`src/common/dtmf_defines.svh`:
```
// Offsets, field positions, reset values and timing figures of the tone block.
// Assumes a 1-bit register select and a 4-bit data path from the host.
`ifndef DTMF_DEFINES_SVH
`define DTMF_DEFINES_SVH

// Register selects
`define DTMF_ADDR_DATA 1'b0
`define DTMF_ADDR_CTRL 1'b1

// Control register A fields
`define DTMF_CRA_TONE 0
`define DTMF_CRA_CP 1
`define DTMF_CRA_IRQ 2
`define DTMF_CRA_RSEL 3

// Control register B fields
`define DTMF_CRB_BURST_OFF 0
`define DTMF_CRB_TEST 1
`define DTMF_CRB_SINGLE 2
`define DTMF_CRB_HIGH_GROUP 3

// Status register fields
`define DTMF_ST_IRQ 0
`define DTMF_ST_TX_EMPTY 1
`define DTMF_ST_RX_FULL 2
`define DTMF_ST_STEER_N 3

// Reset values
`define DTMF_CRA_RST 4'h0
`define DTMF_CRB_RST 4'h0
`define DTMF_TX_EMPTY_RST 1'b1

// Timing: reference rate, burst length, segments per tone period
`define DTMF_REF_HZ 3579545
`define DTMF_BURST_MS 51
`define DTMF_SEGMENTS 32

// Segment lengths in reference ticks, low group then high group
`define DTMF_SEG_697 8'hA0
`define DTMF_SEG_770 8'h92
`define DTMF_SEG_852 8'h84
`define DTMF_SEG_941 8'h76
`define DTMF_SEG_1209 8'h5C
`define DTMF_SEG_1336 8'h54
`define DTMF_SEG_1477 8'h4C
`define DTMF_SEG_1633 8'h44

`endif

```
`src/common/dtmf_pkg.sv`:
```
// Types shared by the tone block.
// Assumes nothing beyond a SystemVerilog compiler.
package dtmf_pkg;
    typedef enum logic [1:0] {BURST_IDLE, BURST_TONE, BURST_PAUSE} burst_state_e;
endpackage : dtmf_pkg

```
`src/hdl/dtmf_tone_gen_burst_timer.sv`:
```
// Digital control of a dual-tone transceiver: host registers, receive
// latching, call-progress pin, tone dividers and burst timer.
// Assumes the analog detector, steering RC and D/A sit outside; their
// levels arrive on pins and are synchronised here.
`include "dtmf_defines.svh"

module dtmf_tone_gen_burst_timer
    import dtmf_pkg::*;
#(
    parameter int BURST_TICKS = `DTMF_BURST_MS * `DTMF_REF_HZ / 1000,
    parameter int CW = 20
) (
    // Clock and reset
    input wire logic clock,
    input wire logic arst_n,
    // Host register port
    input wire logic regAddr,
    input wire logic [3:0] wrData,
    input wire logic wrStrobe,
    input wire logic rdStrobe,
    output logic [3:0] rdData,
    // Reference and receiver pins
    input wire logic refClockPin,
    input wire logic early_steering_out,
    input wire logic steeringIn,
    input wire logic [3:0] decodedDigit,
    input wire logic cpSquareIn,
    output logic steering_in_guard_out,
    // Shared open-drain pin, active low
    output logic interrupt_or_tone_pin_out,
    output logic interrupt_or_tone_pin_oe,
    // Tone generators
    output logic [4:0] rowTableAddr,
    output logic [4:0] colTableAddr,
    output logic rowActive,
    output logic colActive,
    output logic [7:0] toneSelect
);

    generate
        if (BURST_TICKS < 1 || 2 * BURST_TICKS >= 2 ** CW) begin : g_bad_param
            $error("BURST_TICKS does not fit the burst counter");
        end
    endgenerate

    // Code to {row, column}, each a group index 0..3
    function automatic logic [3:0] digitToPair(input logic [3:0] code);
        case (code)
            4'h1: digitToPair = 4'h0;
            4'h2: digitToPair = 4'h1;
            4'h3: digitToPair = 4'h2;
            4'h4: digitToPair = 4'h4;
            4'h5: digitToPair = 4'h5;
            4'h6: digitToPair = 4'h6;
            4'h7: digitToPair = 4'h8;
            4'h8: digitToPair = 4'h9;
            4'h9: digitToPair = 4'hA;
            4'hA: digitToPair = 4'hD;
            4'hB: digitToPair = 4'hC;
            4'hC: digitToPair = 4'hE;
            4'hD: digitToPair = 4'h3;
            4'hE: digitToPair = 4'h7;
            4'hF: digitToPair = 4'hB;
            default: digitToPair = 4'hF;
        endcase
    endfunction : digitToPair

    // Segment length for one hot group selection
    function automatic logic [7:0] segLength(input logic [3:0] oneHot, input logic high);
        logic [7:0] len;
        len = high ? `DTMF_SEG_1633 : `DTMF_SEG_941;
        if (oneHot[0]) begin
            len = high ? `DTMF_SEG_1209 : `DTMF_SEG_697;
        end else if (oneHot[1]) begin
            len = high ? `DTMF_SEG_1336 : `DTMF_SEG_770;
        end else if (oneHot[2]) begin
            len = high ? `DTMF_SEG_1477 : `DTMF_SEG_852;
        end
        segLength = len;
    endfunction : segLength

    // Pin synchroniser: three stages, filtered once stages 2 and 3 agree
    localparam int NPIN = 8;
    logic [NPIN-1:0] pinS1;
    logic [NPIN-1:0] pinS2;
    logic [NPIN-1:0] pinS3;
    logic [NPIN-1:0] pinF;
    wire [NPIN-1:0] pinRaw = {decodedDigit, cpSquareIn, steeringIn,
                              early_steering_out, refClockPin};
    wire [NPIN-1:0] pinAgree = ~(pinS2 ^ pinS3);
    always_ff @(posedge clock or negedge arst_n) begin
        if (!arst_n) begin
            pinS1 <= '0;
            pinS2 <= '0;
            pinS3 <= '0;
            pinF <= '0;
        end else begin
            pinS1 <= pinRaw;
            pinS2 <= pinS1;
            pinS3 <= pinS2;
            pinF <= (pinAgree & pinS3) | (~pinAgree & pinF);
        end
    end
    wire refF = pinF[0];
    wire earlyF = pinF[1];
    wire steerF = pinF[2];
    wire cpF = pinF[3];
    wire [3:0] codeF = pinF[7:4];

    // Host registers
    logic [3:0] ctrlA;
    logic [3:0] ctrlB;
    logic [3:0] rxData;
    logic [3:0] txCode;
    logic irqFlag;
    logic txEmpty;
    logic rxFull;
    logic steerPrev;
    logic refPrev;
    wire toneEnable = ctrlA[`DTMF_CRA_TONE];
    wire cpMode = ctrlA[`DTMF_CRA_CP];
    wire irqEnable = ctrlA[`DTMF_CRA_IRQ];
    wire burstMode = ~ctrlB[`DTMF_CRB_BURST_OFF];
    wire singleTone = ctrlB[`DTMF_CRB_SINGLE];
    wire highGroup = ctrlB[`DTMF_CRB_HIGH_GROUP];

    // Bus decode
    wire ctrlWrite = wrStrobe && regAddr == `DTMF_ADDR_CTRL;
    wire txWrite = wrStrobe && regAddr == `DTMF_ADDR_DATA;
    wire stRead = rdStrobe && regAddr == `DTMF_ADDR_CTRL;
    wire [3:0] statusWord = {~steerF, rxFull, txEmpty, irqFlag};
    wire [3:0] next_rdData = !rdStrobe ? 4'h0 : (regAddr ? statusWord : rxData);

    // Steering edge latches only outside call progress mode
    wire rxLatch = steerF && !steerPrev && !cpMode;
    wire refTick = refF && !refPrev;

    // Control writes: bit 3 of A steers the next control write to B
    logic toB;
    always_ff @(posedge clock or negedge arst_n) begin
        if (!arst_n) begin
            ctrlA <= `DTMF_CRA_RST;
            ctrlB <= `DTMF_CRB_RST;
            toB <= 1'b0;
        end else if (ctrlWrite) begin
            if (toB) begin
                ctrlB <= wrData;
                toB <= 1'b0;
            end else begin
                ctrlA <= wrData;
                toB <= wrData[`DTMF_CRA_RSEL];
            end
        end
    end

    // Read data stands for one cycle only
    always_ff @(posedge clock or negedge arst_n) begin
        if (!arst_n) begin
            rdData <= 4'h0;
        end else begin
            rdData <= next_rdData;
        end
    end

    // Receive data changes only on a steering rise, so short tones and
    // dropouts filtered by the external RC never reach it
    always_ff @(posedge clock or negedge arst_n) begin
        if (!arst_n) begin
            rxData <= 4'h0;
            steerPrev <= 1'b0;
            refPrev <= 1'b0;
        end else begin
            steerPrev <= steerF;
            refPrev <= refF;
            if (rxLatch) begin
                rxData <= codeF;
            end
        end
    end

    // Guard output drives the RC once a digit registers, while tone stays
    always_ff @(posedge clock or negedge arst_n) begin
        if (!arst_n) begin
            steering_in_guard_out <= 1'b0;
        end else begin
            steering_in_guard_out <= earlyF && (rxLatch || steering_in_guard_out);
        end
    end

    // Burst timer
    burst_state_e bState;
    logic [CW-1:0] bCount;
    localparam logic [CW-1:0] LAST_STD = CW'(BURST_TICKS - 1);
    localparam logic [CW-1:0] LAST_CP = CW'(2 * BURST_TICKS - 1);
    wire [CW-1:0] bLast = cpMode ? LAST_CP : LAST_STD;
    wire bEnd = refTick && bCount == bLast;
    wire burstDone = bState == BURST_PAUSE && bEnd;

    // Sticky flags: a set in the same cycle as a read wins
    wire flagEvent = rxLatch || (burstDone && !cpMode);
    always_ff @(posedge clock or negedge arst_n) begin
        if (!arst_n) begin
            irqFlag <= 1'b0;
            rxFull <= 1'b0;
            txEmpty <= `DTMF_TX_EMPTY_RST;
        end else begin
            irqFlag <= (flagEvent && irqEnable) || (irqFlag && !stRead);
            rxFull <= rxLatch || (rxFull && !stRead);
            txEmpty <= burstDone || (txEmpty && !(txWrite && burstMode));
        end
    end

    // Shared pin, only with the IRQ bit set: square wave in call progress, else interrupt pull-down
    logic next_pinOe;
    always_comb begin
        next_pinOe = 1'b0;
        if (cpMode && irqEnable) begin
            next_pinOe = !cpF;
        end else if (irqEnable) begin
            next_pinOe = irqFlag;
        end
    end
    always_ff @(posedge clock or negedge arst_n) begin
        if (!arst_n) begin
            interrupt_or_tone_pin_oe <= 1'b0;
            interrupt_or_tone_pin_out <= 1'b0;
        end else begin
            interrupt_or_tone_pin_oe <= next_pinOe;
            interrupt_or_tone_pin_out <= 1'b0;
        end
    end

    // Burst sequencing: a write restarts the burst at its first tick
    always_ff @(posedge clock or negedge arst_n) begin
        if (!arst_n) begin
            bState <= BURST_IDLE;
            bCount <= '0;
        end else if (txWrite && burstMode) begin
            bState <= BURST_TONE;
            bCount <= '0;
        end else begin
            case (bState)
                BURST_TONE, BURST_PAUSE: begin
                    if (!burstMode) begin
                        bState <= BURST_IDLE;
                    end else if (bEnd) begin
                        bCount <= '0;
                        bState <= bState == BURST_TONE ? BURST_PAUSE : BURST_IDLE;
                    end else if (refTick) begin
                        bCount <= bCount + 1'b1;
                    end
                end
                default: begin
                    bCount <= '0;
                end
            endcase
        end
    end

    // Transmit code latch and its two of eight selection
    wire [3:0] pair = digitToPair(txCode);
    wire [7:0] next_select = {4'(1) << pair[1:0], 4'(1) << pair[3:2]};
    always_ff @(posedge clock or negedge arst_n) begin
        if (!arst_n) begin
            txCode <= 4'h0;
            toneSelect <= 8'h88;
        end else begin
            if (txWrite) begin
                txCode <= wrData;
            end
            toneSelect <= next_select;
        end
    end

    // Tone gating: burst window or enable bit alone
    wire toneOn = toneEnable && (!burstMode || bState == BURST_TONE);
    wire rowOn = toneOn && !(singleTone && highGroup);
    wire colOn = toneOn && !(singleTone && !highGroup);
    always_ff @(posedge clock or negedge arst_n) begin
        if (!arst_n) begin
            rowActive <= 1'b0;
            colActive <= 1'b0;
        end else begin
            rowActive <= rowOn;
            colActive <= colOn;
        end
    end

    // Segment dividers; an idle generator parks at address 0 so the next
    // burst starts at phase zero
    logic [7:0] rowSeg;
    logic [7:0] colSeg;
    wire [7:0] rowLen = segLength(toneSelect[3:0], 1'b0);
    wire [7:0] colLen = segLength(toneSelect[7:4], 1'b1);
    wire rowStep = refTick && rowSeg >= rowLen - 8'h01;
    wire colStep = refTick && colSeg >= colLen - 8'h01;
    always_ff @(posedge clock or negedge arst_n) begin
        if (!arst_n) begin
            rowSeg <= 8'h00;
            colSeg <= 8'h00;
            rowTableAddr <= 5'h00;
            colTableAddr <= 5'h00;
        end else begin
            if (!rowOn) begin
                rowSeg <= 8'h00;
                rowTableAddr <= 5'h00;
            end else if (rowStep) begin
                rowSeg <= 8'h00;
                rowTableAddr <= rowTableAddr + 5'h01;
            end else if (refTick) begin
                rowSeg <= rowSeg + 8'h01;
            end
            if (!colOn) begin
                colSeg <= 8'h00;
                colTableAddr <= 5'h00;
            end else if (colStep) begin
                colSeg <= 8'h00;
                colTableAddr <= colTableAddr + 5'h01;
            end else if (refTick) begin
                colSeg <= colSeg + 8'h01;
            end
        end
    end
endmodule : dtmf_tone_gen_burst_timer

```
`config.mk`:
```
export PLATFORM = sky130hd
export DESIGN_NAME = dtmf_tone_gen_burst_timer
export DESIGN_NICKNAME = d
export VERILOG_FILES = /design/src/common/dtmf_pkg.sv /design/src/hdl/dtmf_tone_gen_burst_timer.sv
export VERILOG_INCLUDE_DIRS = /design/src /design/src/common
export SDC_FILE = /design/constraint.sdc
export NUM_CORES = 1
export LEC_CHECK = 0
export ABC_CLOCK_PERIOD_IN_PS = 4760
export BUFFER_PORTS_ARGS = -buffer_cell sky130_fd_sc_hd__buf_2
export CAP_MARGIN = 20
export CORE_AREA = 2 2 98 100
export DETAILED_ROUTE_END_ITERATION = 8
export DIE_AREA = 0 0 100 102
export PLACE_DENSITY = 0.75
export REMOVE_ABC_BUFFERS = 1
export SYNTH_ARGS = -nofsm -noshare
export SYNTH_HDL_FRONTEND = slang
export SYNTH_SLANG_ARGS = --single-unit
```
`constraint.sdc`:
```
create_clock -name clock -period 4.76 [get_ports clock]
set_clock_uncertainty 0.2 [all_clocks]
set_input_delay 0 -clock clock [delete_from_list [all_inputs] [get_ports clock]]
set_output_delay 0 -clock clock [all_outputs]
set_load 0.03 [all_outputs]
```
* After elaboration in Yosys (flattened, before gate mapping)
Memory sizes are Yosys's and may differ from the RTL's. Cells that the tools add are included.
Word-level totals: bits in read-only memories 64, input port bits 17, logic and storage cells 134, output and inout bits 27, flip-flop bits (word level) 117, memories 1
Memories:
- (name not given) | words 16, bits a word 4, rd ports 1, clocked after Yosys merged registers in 0, wr ports 0, line dtmf_tone_gen_burst_timer.sv:48 | case (code)
Cells by class: bitwise operators 10, $add $sub $neg 7, magnitude comparators 2, eq/ne operators 9, muxes and demuxes 32, shifts and indexed selects 2, reductions and logical operators 45
Operators with widths (count):
- two-way mux 20 bit | 5
- two-way mux 8 bit | 9
- two-way mux 5 bit | 6
- logical AND 1 bit | 23
- adder 20 x 1 -> 20 bit (second input constant) | 1
- equality test 20 x 19 -> 1 bit | 1
- two-way mux 19 bit | 1
- adder 8 x 1 -> 8 bit (second input constant) | 2
- AND 8 bit | 2
- >= comparator 8 bit | 2
- NOT 8 bit | 2
- subtractor 8 x 1 -> 8 bit (second input constant) | 2
- two-way mux 4 bit | 3
- adder 5 x 1 -> 5 bit (second input constant) | 2
- two-way mux 2 bit | 5
- zero test 1 bit | 9
- OR 8 bit | 1
- AND reduction 2 bit | 4
- left shift 1 x 2 -> 4 bit (first input constant) | 2
- bitwise XOR 8 bit | 1
- logical OR 1 bit | 6
- != test 3 x 2 -> 1 bit (second input constant) | 2
- != test 2 x 1 -> 1 bit (second input constant) | 2
- != test 4 bit (second input constant) | 1
- 8 further kinds | 13

* Longest topological paths before layout
depth after elaboration 8, mapped depth 11, depth with buffers taken out 11

* Worst setup path before layout
No wires, ideal clock.
path type reg-to-reg, from register toneSelect[2], to register rowTableAddr[4], clock period less this slack 3039 ps, path slack 1721 ps, buffers on the path 0, arrival time 2761 ps, library setup time 78 ps, data required time 4482 ps, stages on the path, launching flop included 11, cells stage by stage dfrtp_1 -> nor2b_1 -> or2_2 -> ha_1 -> xnor2_1 -> ha_1 -> a21oi_1 -> o21ai_0 -> a21oi_1 -> or4_1 -> a21oi_1
Between the ends: longest elaborated chain between the ends 7
RTL lines:
- start: declaration | line dtmf_tone_gen_burst_timer.sv:37 | output logic [7:0] toneSelect
- start signal: assignment | line dtmf_tone_gen_burst_timer.sv:271 | toneSelect <= next_select;
- two-way mux 8 bit | line dtmf_tone_gen_burst_timer.sv:76 | end else if (oneHot[2]) begin
- two-way mux 8 bit | line dtmf_tone_gen_burst_timer.sv:74 | end else if (oneHot[1]) begin
- two-way mux 8 bit | line dtmf_tone_gen_burst_timer.sv:72 | if (oneHot[0]) begin
- subtractor 8 x 1 -> 8 bit | line dtmf_tone_gen_burst_timer.sv:295 | wire rowStep = refTick && rowSeg >= rowLen - 8'h01;
- >= comparator 8 bit | line dtmf_tone_gen_burst_timer.sv:295
- logical AND 1 bit | line dtmf_tone_gen_burst_timer.sv:295
- != test 2 x 1 -> 1 bit (no line)
- end signal: assignment | line dtmf_tone_gen_burst_timer.sv:309 | rowTableAddr <= rowTableAddr + 5'h01;
- end: declaration | line dtmf_tone_gen_burst_timer.sv:33 | output logic [4:0] rowTableAddr,
Every way passes these cells. A chain may end at the register's enable or synchronous reset.

* Final worst setup path
from register toneSelect[2], to register rowTableAddr[3]
The elaborated chain is that of the path after synthesis.

==> flow_summary.ini <==
[sta]
final-max-slew-violation-count = 0
tightest_slew_ns = 0.919
max-slew-margin-rel = 0.386
rsz0062_at_grt = false
setup_tns_ns = 0
hold_viol_final = 0
fin_ws_ns = 1.46
post-route-min-period_ns = 3.30
period_share = 0.694
setup_viol = 0
max_freq_mhz = 303

[logic_synthesis]
yosysWarnings = 0
synthAdderAreaFrac = 0.0641
synth_cell_types = 60
synth-edff-count = 0
synth.area.mux_share = 0.0325
dominantRegCellSynth = dfrtp_1
synth_top_family_by_area = simple AND/OR/NAND/NOR gates
ys_seq_area_frac = 0.543
yosys.area_share.simple = 0.169
synth_xor_area_frac = 0.0409
ys_seq_elements = 116
synth_compound_area_frac = 0.122
syn_inst = 496
ys_async_sr_fraction = 1.00
synth.cell_area_um2 = 5350
syn_avg_cell_area_um2 = 10.8

[flow_run]
cap_violations = 0

[power]
leakage_nw = 2.95
ir_worst_vdd_uv = 239
internal_power_w = 0.00199
pwr-share-clk = 0.405
p_seq_frac = 0.404
swShare = 0.326
finalPower_w = 0.00295
power_density_nw_per_um2 = 450
switching_power_w = 0.000963
p_comb_frac = 0.191

[clock_network]
clkLatencyLatePin_ns = 0.51
cts_max_level = 4
cts_buffers = 17
clkSinkCount = 116
cts-resized-gates = 0
cts_root_buf = clkbuf_8
clockBufferDepth = 2
clk_pin_slew_ns = 0.06
cts_tree = built

[global_route]
grt_pass1_wl_mm = 18.4
grt_antenna_before_repair = 0
grt_pass1_vias = 3925
grt_max_degree = 85
grt_usage = 0.226
overflow = 0

[critical_path]
worst_path_largest_cell_delay_ns = 0.55
path_buf_inv = 0
path_cells = nor2b_1 > or2_2 > ha_1 > xnor2_1 > ha_1 > a21oi_1 > o21ai_0 > a21oi_1 > or4_1 > a21oi_1
critical_path.max_fanout = 10
path_common_cell = a21oi_1
worstSetupPathType = reg2reg
rrSetupSlack_ns = 1.46
slowest_stage = or4_1
required_ns = 4.99
critPathLaunchType = flop
critPathTopFamily = simple AND/OR/NAND/NOR gates
crit_arrival_ns = 3.53
end_kind = flop

[floorplanning]
dieWidth_um = 100
rows = 35
die_y_um = 102
num_io_pins = 44
coreArea_um2 = 9110
start_util = 0.587
dieArea_um2 = 10200

[cells_and_area]
area_growth_pct = 22.7
num_antenna_cells = 0
final_nets = 616
drive_above_1_share = 0.169

[routing]
drt_first_iter_violations = 195
top_layer_used = met4
postRouteAntennaNets = 0
wl_per_cell_um = 15.2
wl_mm = 10.7
wl_met1_mm = 4.71
viasPerCell = 5.75
post-route-drc-count = 0
dr_total_vias = 4033
wl_met2_mm = 5.39
firstDrtPassIters = 5
met3WireLength_um = 390

[placement]
place_hpwl_mm = 6.71
gp_congestion = 0.810
dp_slack_ns = 1.55
io_buffers = 42

[worst_hold_path]
min_path_type = in2reg

[outcome]
status = completed
power by group through the flow:
| stage | combinational (W) | clock [W] | sequential (W) |
|---|---|---|---|
| after floorplan | 0.000322 | 0 | 0.00125 |
| after global placement | 0.000510 | 0 | 0.00120 |
| after detailed placement | 0.000525 | 0 | 0.00121 |
| after CTS | 0.000557 | 0.00121 | 0.00119 |
| after global routing | 0.000629 | 0.00126 | 0.00121 |
| final | 0.000565 | 0.00119 | 0.00119 |
registers in the layout, indices dropped and copies added (netlist names), 2 cells and up, named ones only:
name and count:
txCode 4, rdData 4, bCount 20, pinS3 8, ctrlA 3, colTableAddr 5
ctrlB 3, rowSeg 8, toneSelect 8, rowTableAddr 5, colSeg 8, rxData 4
pinS1 8, bState 2, pinS2 8
path summary, 6_finish.rpt:
path                                from              end  depth (start not counted)
hold / removal                 wrData[2]         ctrlA[2]                          3
hold reg to reg                 pinS1[7]         pinS2[7]                          0
min in group asynchronous         arst_n        colActive                          3
setup reg to reg           toneSelect[2]  rowTableAddr[3]                         10
max in group asynchronous         arst_n          txEmpty                          5
setup / recovery           toneSelect[2]  rowTableAddr[3]                         10
routing by layer:
| metal | vias up | track usage |
|---|---|---|
| met5 | - | 0 |
| met4 | 0 | 0.0896 |
| met3 | 20 | 0.0479 |
| met2 | 100 | 0.381 |
| met1 | 1982 | 0.290 |
| li1 | 1931 | - |
cells in the mapped netlist (2+ instances only):
cell	count	area, um^2
o31ai_1	7	52.6
a21o_1	2	15.0
a22o_1	6	52.6
o211ai_1	3	22.5
a31oi_1	4	25.0
nand3_1	16	80.1
dfstp_2	3	78.8
nand4_1	12	75.1
a211oi_1	4	30.0
maj3_1	8	80.1
buf_4	2	15.0
o211a_1	2	20.0
nor2_1	45	169
dfrtp_1	113	2830
buf_6	2	22.5
nand2_1	46	173
xnor2_1	15	131
a22oi_1	4	30.0
nor4_1	4	25.0
nor2b_1	9	56.3
nor3_1	14	70.1
xor2_1	10	87.6
nand2b_1	7	43.8
a21oi_1	25	125
ha_1	21	263
o21a_1	2	15.0
clkbuf_1	8	30.0
inv_1	16	60.1
mux2i_1	5	50.1
and2_1	4	25.0
mux2_2	11	124
nor4bb_1	2	20.0
or4_1	3	22.5
or2_2	3	18.8
buf_2	4	20.0
o21ai_0	24	120
and3_1	5	31.3
nor3b_1	2	15.0
nor4b_1	2	17.5
what timing repair did:
item                                    4_1_cts  5_1_grt
endpoints found under the setup margin        0        0
hold endpoints to repair                    111       36
hold buffers                                 34        1
setup buffers                                 0        0
placed cells by master, fill, tap and decap left out, types with 12 or more instances in the layout:
cell type	Yosys	final
buf_2	4	41
nor2_1	45	45
ha_1	21	21
nand2_1	46	46
dfrtp_1	113	113
nand3_1	16	16
o21ai_0	24	24
dlygate4sd3_1	0	35
clkbuf_16	0	16
nand4_1	12	12
nor3_1	14	14
a21oi_1	25	25
xnor2_1	15	15
inv_1	16	16
worst reg2reg max path: stages, from the launching register on:
cell     delay (ns)
dfrtp_1        0.41
nor2b_1        0.16
or2_2          0.29
ha_1           0.22
xnor2_1        0.14
ha_1           0.30
a21oi_1        0.06
o21ai_0        0.43
a21oi_1        0.29
or4_1          0.55
a21oi_1        0.17
per-stage QoR:
step	hold WS (ns)	util	instances	area [um^2]
after floorplan	-0.496	-	480	5260
after global placement	-0.0919	0.617	634	5620
after detailed placement	-0.0907	0.617	634	5620
after CTS	0.0549	0.716	700	6530
after global routing	0.133	0.721	702	6560
final	0.113	0.721	702	6560
area by class of cell:
class | instances | area [um^2]
fillers | 666 | 2540
inverters | 16 | 60.1
repair buffers | 79 | 598
well taps | 111 | 139
multi-input cells | 348 | 2300
clock inverters | 15 | 150
flip-flops and latches | 116 | 2910
clock buffers | 17 | 414
cell families (layout without fill, tap and decap cells):
family | count (synthesis) | count (layout)
compound gates | 96 | 96
xor+xnor | 25 | 25
fa+ha+maj | 29 | 29
buf+inv | 32 | 127
flops | 116 | 116
mux | 16 | 16
other cells | 1 | 1
simple gates | 181 | 181
No activity file was read; power rests on OpenSTA's default activity.
